## src/ilo_consts.svh

```systemverilog
// Constants for the indexed literal offset execution block
`ifndef ILO_CONSTS_SVH
`define ILO_CONSTS_SVH
// Highest access-bank address that is taken as an offset
`define ILO_OFS_MAX 8'h5f
// Opcode patterns
`define ILO_OP_ADD_HI 6'h09
`define ILO_OP_BITSET_HI 4'h8
`define ILO_OP_FILL_HI 8'h68
// Value written by the fill instruction
`define ILO_FILL_VAL 8'hff
// Status flag bit positions
`define ILO_FLG_C 0
`define ILO_FLG_DIGIT 1
`define ILO_FLG_Z 2
`define ILO_FLG_OVFL 3
`define ILO_FLG_N 4
// Reset values
`define ILO_ACC_RST 8'h00
`define ILO_STAT_RST 5'h00
`define ILO_FP_RST 12'h000
`define ILO_BSR_RST 4'h0
`endif

```

## src/ilo_pkg.sv

```systemverilog
// Types shared by the indexed literal offset execution block
package ilo_pkg;
   // Four phases of one instruction cycle
   typedef enum logic [1:0]
   {
      ILO_PH_DECODE = 2'b00,
      ILO_PH_READ = 2'b01,
      ILO_PH_PROC = 2'b10,
      ILO_PH_WRITE = 2'b11
   } ilo_phase_t;
   // Decoded operation
   typedef enum logic [1:0]
   {
      ILO_OP_NONE = 2'b00,
      ILO_OP_ADD = 2'b01,
      ILO_OP_BSET = 2'b10,
      ILO_OP_FILL = 2'b11
   } ilo_op_t;
endpackage

```

## src/ilo_dec_if.sv

```systemverilog
// Interface carrying decoded fields between decoder and top
`timescale 1ns/1ns
interface ilo_dec_if;
   import ilo_pkg::*;
   ilo_op_t op; // Decoded operation
   logic dest_mem; // Sum goes back to memory when high
   logic [2:0] bit_sel; // Bit number for bit set
   logic [7:0] fld; // Raw 8-bit address or offset field
   logic acc_sel; // Access-select bit of the opcode
   modport dec (output op, dest_mem, bit_sel, fld, acc_sel);
   modport use_side (input op, dest_mem, bit_sel, fld, acc_sel);
endinterface

```

## src/ilo_addr_gen.sv

```systemverilog
// Effective data address generator
`timescale 1ns/1ns
`include "ilo_consts.svh"
module ilo_addr_gen
#(
   parameter int AW = 12
)
(
   // Mode and operand
   input wire logic ext_en,
   input wire logic acc_sel,
   input wire logic [7:0] fld,
   // Pointers
   input wire logic [AW-1:0] frame_ptr,
   input wire logic [3:0] bank_sel,
   // Result
   output logic [AW-1:0] addr,
   output logic indexed
);
   // ********************
   // Address choice
   // ********************
   always_comb
   begin
      // Offset only with extended mode, access bank, field in range
      indexed = ext_en && !acc_sel && (fld <= `ILO_OFS_MAX);
      if (indexed)
      begin
         addr = AW'(frame_ptr + AW'(fld));
      end
      else if (acc_sel)
      begin
         addr = AW'({bank_sel, fld}); // Banked access
      end
      else if (fld[7])
      begin
         addr = AW'({4'hf, fld}); // Upper access bank: special registers
      end
      else
      begin
         addr = AW'({4'h0, fld}); // Lower access bank
      end
   end
endmodule

```

## src/ilo_decoder.sv

```systemverilog
// Combinational opcode decoder for the three indexed instructions
`timescale 1ns/1ns
`include "ilo_consts.svh"
module ilo_decoder
(
   // Instruction word
   input wire logic [15:0] instr,
   // Decoded fields
   ilo_dec_if.dec dec
);
   import ilo_pkg::*;

   // ********************
   // Decode
   // ********************
   // The fill pattern is tested before add; the two never overlap anyway
   always_comb
   begin
      dec.op = ILO_OP_NONE;
      dec.dest_mem = instr[9];
      dec.bit_sel = instr[11:9];
      dec.fld = instr[7:0];
      dec.acc_sel = instr[8];
      if (instr[15:8] == `ILO_OP_FILL_HI)
      begin
         dec.op = ILO_OP_FILL;
      end
      else if (instr[15:10] == `ILO_OP_ADD_HI)
      begin
         dec.op = ILO_OP_ADD;
      end
      else if (instr[15:12] == `ILO_OP_BITSET_HI)
      begin
         dec.op = ILO_OP_BSET;
      end
   end
endmodule

```

## src/ilo_exec.sv

```systemverilog
// Indexed literal offset execution unit, top module
//
// Design decisions made here: the strobed register port and the placing of the registers.
`timescale 1ns/1ns
`include "ilo_consts.svh"
module ilo_exec
#(
   parameter int AW = 12
)
(
   // Clock and reset
   input wire logic clock,
   input wire logic rst,
   // Configuration
   input wire logic extended_set_cfg_bit,
   // Instruction issue
   input wire logic instr_valid,
   input wire logic [15:0] instr,
   // Pointers from the core
   input wire logic [AW-1:0] frame_pointer_reg,
   input wire logic [3:0] bank_sel,
   // Data memory read port, combinational
   output logic [AW-1:0] mem_addr,
   input wire logic [7:0] mem_rdata,
   // Data memory write port
   output logic mem_we,
   output logic [AW-1:0] mem_waddr,
   output logic [7:0] mem_wdata,
   // Core state
   output logic [7:0] acc,
   output logic [4:0] status,
   output ilo_pkg::ilo_phase_t phase,
   output logic busy,
   output logic done,
   output logic indexed_used
);
   import ilo_pkg::*;

   // ********************
   // Declarations
   // ********************
   ilo_dec_if dbus(); // Decoded fields
   logic [15:0] ir_r; // Latched instruction word
   logic [15:0] ir_nxt;
   logic busy_r; // Cycle in progress
   ilo_phase_t phase_r; // Current phase
   ilo_phase_t phase_nxt;
   logic [7:0] acc_r; // Accumulator
   logic [4:0] stat_r; // Status flags
   logic [AW-1:0] ea_r; // Effective address held from decode
   logic [AW-1:0] ea; // Effective address, combinational
   logic idx; // Offset addressing in force
   logic idx_r;
   logic [7:0] opnd_r; // Operand byte read in phase two
   logic [7:0] res_r; // Result from phase three
   logic [4:0] flg_r; // Flags computed in phase three
   logic we_r;
   logic [AW-1:0] wa_r;
   logic [7:0] wd_r;
   logic done_r;
   logic [8:0] sum; // Add with carry out
   logic [4:0] lo_sum; // Low nibble sum for digit carry
   logic ext_r; // Configuration bit registered

   // ********************
   // Submodules
   // ********************
   ilo_decoder u_dec
   (
      .instr(ir_r),
      .dec(dbus.dec)
   );

   ilo_addr_gen #(.AW(AW)) u_ag
   (
      .ext_en(ext_r),
      .acc_sel(dbus.acc_sel),
      .fld(dbus.fld),
      .frame_ptr(frame_pointer_reg),
      .bank_sel(bank_sel),
      .addr(ea),
      .indexed(idx)
   );

   // ********************
   // Configuration
   // ********************
   // Configuration bit is a fuse-like level; it is only sampled between cycles
   // so a change cannot tear one instruction
   always_ff @(posedge clock)
   begin
      if (rst)
      begin
         ext_r <= 1'b0;
      end
      else if (!busy_r || phase_r == ILO_PH_WRITE)
      begin
         // Taken at every issue edge, back-to-back ones included
         ext_r <= extended_set_cfg_bit;
      end
   end

   // ********************
   // Phase sequencer
   // ********************
   // One instruction per four clocks, no stalls
   always_comb
   begin
      case (phase_r)
         ILO_PH_DECODE: phase_nxt = ILO_PH_READ;
         ILO_PH_READ: phase_nxt = ILO_PH_PROC;
         ILO_PH_PROC: phase_nxt = ILO_PH_WRITE;
         ILO_PH_WRITE: phase_nxt = ILO_PH_DECODE;
         default: phase_nxt = ILO_PH_DECODE;
      endcase
   end

   // Instruction latch: a new word is taken only when idle or at cycle end
   assign ir_nxt = instr;

   always_ff @(posedge clock)
   begin
      if (rst)
      begin
         busy_r <= 1'b0;
         phase_r <= ILO_PH_DECODE;
         ir_r <= 16'h0000;
      end
      else if (!busy_r || phase_r == ILO_PH_WRITE)
      begin
         // Start of a new instruction cycle
         busy_r <= instr_valid;
         phase_r <= ILO_PH_DECODE;
         if (instr_valid)
         begin
            ir_r <= ir_nxt;
         end
      end
      else
      begin
         phase_r <= phase_nxt;
      end
   end

   // ********************
   // Decode phase: address latch
   // ********************
   always_ff @(posedge clock)
   begin
      if (rst)
      begin
         ea_r <= '0;
         idx_r <= 1'b0;
      end
      else if (busy_r && phase_r == ILO_PH_DECODE)
      begin
         ea_r <= ea;
         idx_r <= idx;
      end
   end

   // ********************
   // Read phase
   // ********************
   always_ff @(posedge clock)
   begin
      if (rst)
      begin
         opnd_r <= 8'h00;
      end
      else if (busy_r && phase_r == ILO_PH_READ)
      begin
         opnd_r <= mem_rdata;
      end
   end

   // ********************
   // Process phase
   // ********************
   assign sum = {1'b0, acc_r} + {1'b0, opnd_r};
   assign lo_sum = {1'b0, acc_r[3:0]} + {1'b0, opnd_r[3:0]};

   always_ff @(posedge clock)
   begin
      if (rst)
      begin
         res_r <= 8'h00;
         flg_r <= `ILO_STAT_RST;
      end
      else if (busy_r && phase_r == ILO_PH_PROC)
      begin
         flg_r <= stat_r;
         case (dbus.op)
            ILO_OP_ADD:
            begin
               res_r <= sum[7:0];
               flg_r[`ILO_FLG_C] <= sum[8];
               flg_r[`ILO_FLG_DIGIT] <= lo_sum[4];
               flg_r[`ILO_FLG_Z] <= (sum[7:0] == 8'h00);
               flg_r[`ILO_FLG_N] <= sum[7];
               flg_r[`ILO_FLG_OVFL] <= (acc_r[7] == opnd_r[7]) && (sum[7] != acc_r[7]);
            end
            ILO_OP_BSET:
            begin
               res_r <= opnd_r | (8'h01 << dbus.bit_sel);
            end
            ILO_OP_FILL:
            begin
               res_r <= `ILO_FILL_VAL;
            end
            default:
            begin
               res_r <= opnd_r; // Unrecognised word: no effect
            end
         endcase
      end
   end

   // ********************
   // Write phase
   // ********************
   always_ff @(posedge clock)
   begin
      if (rst)
      begin
         we_r <= 1'b0;
         wa_r <= '0;
         wd_r <= 8'h00;
         acc_r <= `ILO_ACC_RST;
         stat_r <= `ILO_STAT_RST;
         done_r <= 1'b0;
      end
      else
      begin
         we_r <= 1'b0;
         done_r <= 1'b0;
         if (busy_r && phase_r == ILO_PH_WRITE)
         begin
            done_r <= 1'b1;
            wa_r <= ea_r;
            wd_r <= res_r;
            case (dbus.op)
               ILO_OP_ADD:
               begin
                  stat_r <= flg_r;
                  if (dbus.dest_mem)
                  begin
                     we_r <= 1'b1;
                  end
                  else
                  begin
                     acc_r <= res_r;
                  end
               end
               ILO_OP_BSET, ILO_OP_FILL:
               begin
                  we_r <= 1'b1; // Flags left alone
               end
               default:
               begin
                  we_r <= 1'b0;
               end
            endcase
         end
      end
   end

   // Read address register: points at operand from the read phase on
   always_ff @(posedge clock)
   begin
      if (rst)
      begin
         mem_addr <= '0;
      end
      else if (busy_r && phase_r == ILO_PH_DECODE)
      begin
         mem_addr <= ea;
      end
   end

   // ********************
   // Outputs
   // ********************
   assign mem_we = we_r;
   assign mem_waddr = wa_r;
   assign mem_wdata = wd_r;
   assign acc = acc_r;
   assign status = stat_r;
   assign phase = phase_r;
   assign busy = busy_r;
   assign done = done_r;
   assign indexed_used = idx_r;
endmodule

```

## config.mk

```make
export PLATFORM = sky130hd
export DESIGN_NAME = ilo_exec
export DESIGN_NICKNAME = d
export VERILOG_FILES = /design/src/ilo_pkg.sv /design/src/ilo_dec_if.sv /design/src/ilo_addr_gen.sv /design/src/ilo_decoder.sv /design/src/ilo_exec.sv
export VERILOG_INCLUDE_DIRS = /design/src
export SDC_FILE = /design/constraint.sdc
export NUM_CORES = 1
export LEC_CHECK = 0
export ABC_AREA = 1
export BUFFER_PORTS_ARGS = -buffer_cell sky130_fd_sc_hd__buf_4
export CORE_ASPECT_RATIO = 1.75
export CORE_MARGIN = 2
export CORE_UTILIZATION = 55
export DETAILED_ROUTE_END_ITERATION = 10
export MAX_ROUTING_LAYER = met4
export PLACE_DENSITY = 0.8
export SYNTH_ARGS = -nofsm -noshare
export SYNTH_HDL_FRONTEND = slang
export SYNTH_SLANG_ARGS = --single-unit
```

## constraint.sdc

```tcl
create_clock -name clock -period 2 [get_ports clock]
set_clock_uncertainty 0.1 [all_clocks]
set_input_delay 0.1 -clock clock [delete_from_list [all_inputs] [get_ports clock]]
set_output_delay 0.1 -clock clock [all_outputs]
set_load 0.03 [all_outputs]
```

=== Word-level counts from Yosys, hierarchy flattened ===
Cells that the tools add are included.

* Bits in registers: 89
* Output and inout bits: 51

* Add/sub/neg operators: 3
* $lt $le $gt $ge: 1
* Eq/ne operators: 11
* Shift-type cells: 1
* Muxes and demuxes: 12
* Bitwise logic cells: 3
* Reduce and logical (&&, ||, !) cells: 18

{| class="wikitable"
|+ Operator list
! cell !! count
|-
| 2-to-1 mux 12 bit || 3
|-
| one-hot mux 8 bit (3 select lines) || 1
|-
| adder 12 x 8 -> 12 bit || 1
|-
| adder 8 x 8 -> 9 bit || 1
|-
| == test 2 bit, second input constant || 4
|-
| == test 8 x 7 -> 1 bit, second input constant || 1
|-
| <= comparator 8 x 7 -> 1 bit, second input constant || 1
|-
| logical NOT 8 bit || 1
|-
| OR 8 bit || 1
|-
| one-hot mux 2 bit (4 select lines) || 1
|-
| << shifter 1 x 3 -> 8 bit, first input constant || 1
|-
| logical AND 1 bit || 7
|-
| == test 6 x 4 -> 1 bit, second input constant || 1
|-
| 2-to-1 mux 2 bit || 3
|-
| OR reduction 2 bit || 3
|-
| adder 4 x 4 -> 5 bit || 1
|-
| 2-to-1 mux 5 bit || 1
|-
| == test 2 x 1 -> 1 bit, second input constant || 2
|-
| == test 4 bit, second input constant || 1
|-
| AND reduction 2 bit || 2
|-
| AND reduction 3 bit || 1
|-
| logical NOT 1 bit || 2
|-
| logical NOT 2 bit || 1
|-
| 2-to-1 mux 1 bit || 2
|-
| other kinds (5) || 6
|}

=== Longest topological paths before layout ===
* Word-level depth: 7
* Mapped depth: 12
* Depth with buffers taken out: 12

=== Modules after synthesis ===
From an unflattened synthesis, not the netlist that was laid out.

* Cell total of the unflattened synthesis: 689
* Area total of the unflattened synthesis: 4769.6 sq um

{| class="wikitable"
|+ By module, submodules not included
! module !! instances !! cells an instance !! area each (sq um)
|-
| ilo_exec || 1 || 513 || 3834.9
|-
| ilo_addr_gen || 1 || 143 || 754.5
|-
| ilo_decoder || 1 || 33 || 180.2
|}

=== Worst setup path after synthesis ===
OpenSTA, ideal clock, no wires.

* Path type: register -> register
* Start: register acc_r[0], in the netlist acc[0]
* End: register flg_r[2]
* Library setup time: 0.070 ns
* Arrival: 1.864 ns
* Slack: -0.034 ns
* Cell stages (with the launch flop): 9
* Path through: dfxtp_1 > ha_1 > fa_1 > or2_2 > nor2_1 > nand2_1 > nor2_1 > nand4_1 > a21oi_1

* Cells in the longest elaborated chain, start to end: 3

{| class="wikitable"
|+ Ends and longest elaborated chain
! item !! line !! text
|-
| from (decl) || ilo_exec.sv:48 || <nowiki>logic [7:0] acc_r;</nowiki>
|-
| from (signal assigned) || ilo_exec.sv:229 || <nowiki>acc_r <= `ILO_ACC_RST;</nowiki>
|-
| from (signal assigned) || ilo_exec.sv:252 || <nowiki>acc_r <= res_r;</nowiki>
|-
| adder 8 x 8 -> 9 bit || ilo_exec.sv:180 || <nowiki>assign sum = {1'b0, acc_r} + {1'b0, opnd_r};</nowiki>
|-
| logical NOT 8 bit || ilo_exec.sv:199 || <nowiki>flg_r[`ILO_FLG_Z] <= (sum[7:0] == 8'h00);</nowiki>
|-
| 2-to-1 mux 5 bit || ilo_exec.sv:193 || <nowiki>case (dbus.op)</nowiki>
|-
| to (signal, indexed assignment) || ilo_exec.sv:199 ||
|-
| to (signal, indexed assignment) || ilo_exec.sv:200 || <nowiki>flg_r[`ILO_FLG_N] <= sum[7];</nowiki>
|-
| to (signal, indexed assignment) || ilo_exec.sv:201 || <nowiki>flg_r[`ILO_FLG_OVFL] <= (acc_r[7] == opnd_r[7]) && (sum[7] != acc_r[7]);</nowiki>
|-
| to (decl) || ilo_exec.sv:56 || <nowiki>logic [4:0] flg_r;</nowiki>
|}

Every way passes these cells.
A chain may end at the register's enable or synchronous reset.

=== Worst setup path in the final report ===
* Start: register ir_r[0]
* End: register mem_addr[10]

* Cells in the longest elaborated chain, start to end: 3
* Elaborated cells between the ends (all ways): 4
* Classes of those cells: 1 x add/sub; 1 x order compare; 1 x mux; 1 x reduce/logical

{| class="wikitable"
|+ Ends and longest elaborated chain
! item !! line !! text
|-
| from (decl) || ilo_exec.sv:43 || <nowiki>logic [15:0] ir_r;</nowiki>
|-
| from (signal assigned) || ilo_exec.sv:136 || <nowiki>ir_r <= ir_nxt;</nowiki>
|-
| parallel branches: the longest is 2 deep, another holds adder 12 x 8 -> 12 bit || - ||
|-
| 2-to-1 mux 12 bit * || ilo_addr_gen.sv:27 || <nowiki>if (indexed)</nowiki>
|-
| to (signal assigned) || ilo_exec.sv:273 || <nowiki>mem_addr <= '0;</nowiki>
|-
| to (signal assigned) || ilo_exec.sv:277 || <nowiki>mem_addr <= ea;</nowiki>
|-
| to (decl) || ilo_exec.sv:23 || <nowiki>output logic [AW-1:0] mem_addr,</nowiki>
|}

Every way passes the cells marked *.

==> insert_results.sql <==
INSERT INTO impl_metrics (metric_group, metric, value, unit) VALUES
('run_status', 'outcome', 'finished clean', ''),
('finish', 'commonest_cells_after_routing_fill_and_taps_aside', 'nand2_1, buf_4, inv_1', ''),
('grt', 'first_global_vias', '5044', ''),
('detailed_routing', 'routed_via_density', '5.58', ''),
('logic_synthesis', 'ys.warnings.count', '0', ''),
('finish', 'layout.cells.most_common', 'nand2_1', ''),
('pwr', 'post-layout-total-power', '0.00426', 'W'),
('critical_path', 'cp.required', '2.18', 'ns'),
('finish', 'antenna_cells_inserted', '0', ''),
('critical_path', 'timing.critical_path.cells', 'ha_4 > inv_4 > fa_2 > inv_2 > nand2_2 > a21oi_2 > buf_4 > nand2_2 > nand2_2 > nand2_1 > nand2_1 > nand3_2 > a21oi_2', ''),
('detailed_routing', 'routed_wl', '14800', 'microns'),
('sta', 'maximum_operating_frequency', '511', 'MHz'),
('critical_path', 'worst_path_dominant_cell_family', 'adder cells', ''),
('logic_synthesis', 'synth_top_area_share', '38.8', '%'),
('logic_synthesis', 'syn-num-nets', '726', ''),
('detailed_routing', 'initialDrtViolationCount', '259', ''),
('logic_synthesis', 'cell_type_with_the_highest_aggregate_area_in_the_netlist', 'dfxtp_1', ''),
('sta', 'fin_worst_hold_slack', '0.0176', 'ns'),
('cts', 'maximum_count_of_clock_buffers_along_a_single_path', '2', ''),
('floorplanning', 'die_width', '73.1', 'microns'),
('grt', 'grt_antenna_before_repair', '0', ''),
('sta', 'finalMaxSlewViolations', '0', ''),
('finish', 'drive_gt1_share', '20.9', '%'),
('cts', 'clk_transition_reported_paths', '0.06', 'ns'),
('worst_hold_path', 'worstHoldPathType', 'primary input to register', ''),
('logic_synthesis', 'synthCells', '659', ''),
('sta', 'timing_hold_violations_final', '0', ''),
('finish', 'final_core_utilization', '74.9', '%'),
('sta', 'rsz_0062_raised_after_global_routing', 'yes', ''),
('logic_synthesis', 'ys_async_sr_fraction', '0', '%'),
('floorplanning', 'die_height', '125', 'microns'),
('detailed_routing', 'detail_route.first_pass.iterations', '6', ''),
('sta', 'period_minus_slack', '1.96', 'ns'),
('floorplanning', 'placement_rows', '44', ''),
('grt', 'grt.total_usage', '34.5', '%'),
('detailed_routing', 'drtAntennaViolNets', '0', ''),
('sta', 'report.final.setup_viol', '0', ''),
('critical_path', 'critPathCaptureType', 'register', ''),
('critical_path', 'critical_path_peak_fanout', '3', ''),
('cts', 'cts_sinks', '89', ''),
('logic_synthesis', 'synthTopCellsByArea', 'dfxtp_1, nand2_1, o21ai_0', ''),
('critical_path', 'critical-path-top-cell-by-count', 'nand2_2', ''),
('critical_path', 'timing.critical_path.buf_inv', '3', ''),
('placement', 'placedInstanceArea', '0.00547', 'sq mm'),
('logic_synthesis', 'synth.distinct_cells', '36', ''),
('placement', 'io_buffers', '94', ''),
('placement', 'globalplace.congestion', '1.01', ''),
('finish', 'synthToLayoutAreaGrowth', '33.8', '%'),
('finish', 'fill_cells', '630', ''),
('sta', 'tightest_slew', '0.419', 'ns'),
('cts', 'worstSkewPairLatency', '0.35', 'ns'),
('sta', 'setup_total_negative_slack', '0', 'ns'),
('pwr', 'irDropWorstVdd', '0.529', 'mV'),
('grt', 'grt_overflow_total', '0', ''),
('detailed_routing', 'avgRoutedWirePerCell', '16.6', 'microns'),
('critical_path', 'critPathMaxStageDelay', '0.39', 'ns'),
('pwr', 'cellPowerDensity', '693', 'mW/mm^2'),
('finish', 'finalNetCount', '866', ''),
('logic_synthesis', 'post_synth_edffs', '0', ''),
('placement', 'dpl.hpwl', '11300', 'microns'),
('logic_synthesis', 'synthesis.area_per_instance', '6.97', 'sq um'),
('floorplanning', 'io-pin-count', '95', ''),
('critical_path', 'arrival', '2.14', 'ns'),
('cts', 'total_clock_buffers_created_by_cts', '9', ''),
('floorplanning', 'coreArea', '0.00820', 'sq mm'),
('critical_path', 'timing_worst_setup_path_type', 'register to register', ''),
('sta', 'final_period_util', '97.8', '%'),
('logic_synthesis', 'ys_seq_area_share', '38.8', '%'),
('critical_path', 'worst-r2r-setup-slack', '0.04', 'ns'),
('cts', 'htreeDepth', '3', ''),
('critical_path', 'timing.critical_path.slowest_stage_cell', 'fa_2', '');
-- metal layers --
layer	global-route usage [%]	share of wire [%]	up-vias
met5	-	0	-
met2	62.3	57	185
met4	24.8	6.8	0
li1	-	-	2436
met3	5.58	3.6	64
met1	30.6	33	2318
-- sequential cells by signal (all words and copies together) (netlist names) --
name and flops:
mem_wdata 8, opnd_r 8, busy 1, flg_r 5, indexed_used 1, mem_we 1, res_r 8, ir_r 16
mem_addr 12, acc 8, done 1, status 5, mem_waddr 12, phase 2, ext_r 1
-- through the flow --
step	instances	worst slack [ns]
finish	896	0.0432
global route	896	-0.0682
CTS	894	0.0107
detailed placement	846	0.0153
global placement	846	0.0948
floorplan	659	0.0889
-- cells by family (layout without fill, tap and decap cells) --
logic type | after synthesis | count (layout) | share of synthesized area (%)
AOI/OAI and AO/OA | 163 | 163 | 18.8
DFF | 89 | 89 | 38.8
and+or+nand+nor | 262 | 262 | 25.0
adders and majority gates | 23 | 23 | 6.60
xor gates and xnor gates | 2 | 2 | 0.382
buffers and inverters | 120 | 265 | 10.5
-- worst register-to-register path, cell delays in order, from the launching register on --
cell     delay (ns)
dfxtp_2        0.36
ha_4           0.16
inv_4          0.04
fa_2           0.39
inv_2          0.06
nand2_2        0.04
a21oi_2        0.13
buf_4          0.14
nand2_2        0.06
nand2_2        0.08
nand2_1        0.05
nand2_1        0.07
nand3_2        0.07
a21oi_2        0.14
-- worst paths after layout --
check / from / end / depth (start not counted)
setup / recovery: ir_r[0] / mem_addr[10] / 13
hold / removal: bank_sel[2] / mem_addr[10] / 5
setup reg to reg: ir_r[0] / mem_addr[10] / 13
hold reg to reg: acc[2] / acc[2] / 2
-- area by class of cell --
cell class                 count  area [sq um]  area share (%)
clock inverter                 6          42.5           0.693
multi-input combinational    450          2380            38.8
tap                           92           115            1.87
sequential                    89          1790            29.1
timing repair buffer         150          1200            19.6
inverter                      99           374            6.09
clock buffer                  10           239            3.89
-- cell usage after synthesis, types with 4 or more instances --
library cell and instances:
clkbuf_1 11, nand3_1 39, nor3_1 5, dfxtp_1 89, inv_2 4, nand2_1 127, nand4_1 11, a21oi_1 66
nor2_1 62, nand3_2 4, inv_1 94, ha_1 21, o21ai_0 76, buf_2 6
-- report_power, final --
group	switching (W)	internal, W	total, W
Sequential	0.0000755	0.00184	0.00192
Clock	0.000730	0.000878	0.00161
Combinational	0.000426	0.000306	0.000732
Total	0.00123	0.00303	0.00426
-- repair_timing --
| item | 4_1_cts | 5_1_grt |
|---|---|---|
| pin swaps | 0 | 4 |
| buffers inserted | 1 | 2 |
| hold endpoints to repair | 37 | 0 |
| endpoints found under the setup margin | 1 | 5 |
| resized for setup | 2 | 16 |
| hold buffers | 31 | 0 |
Note: power is estimated with default switching activity, not from simulation.
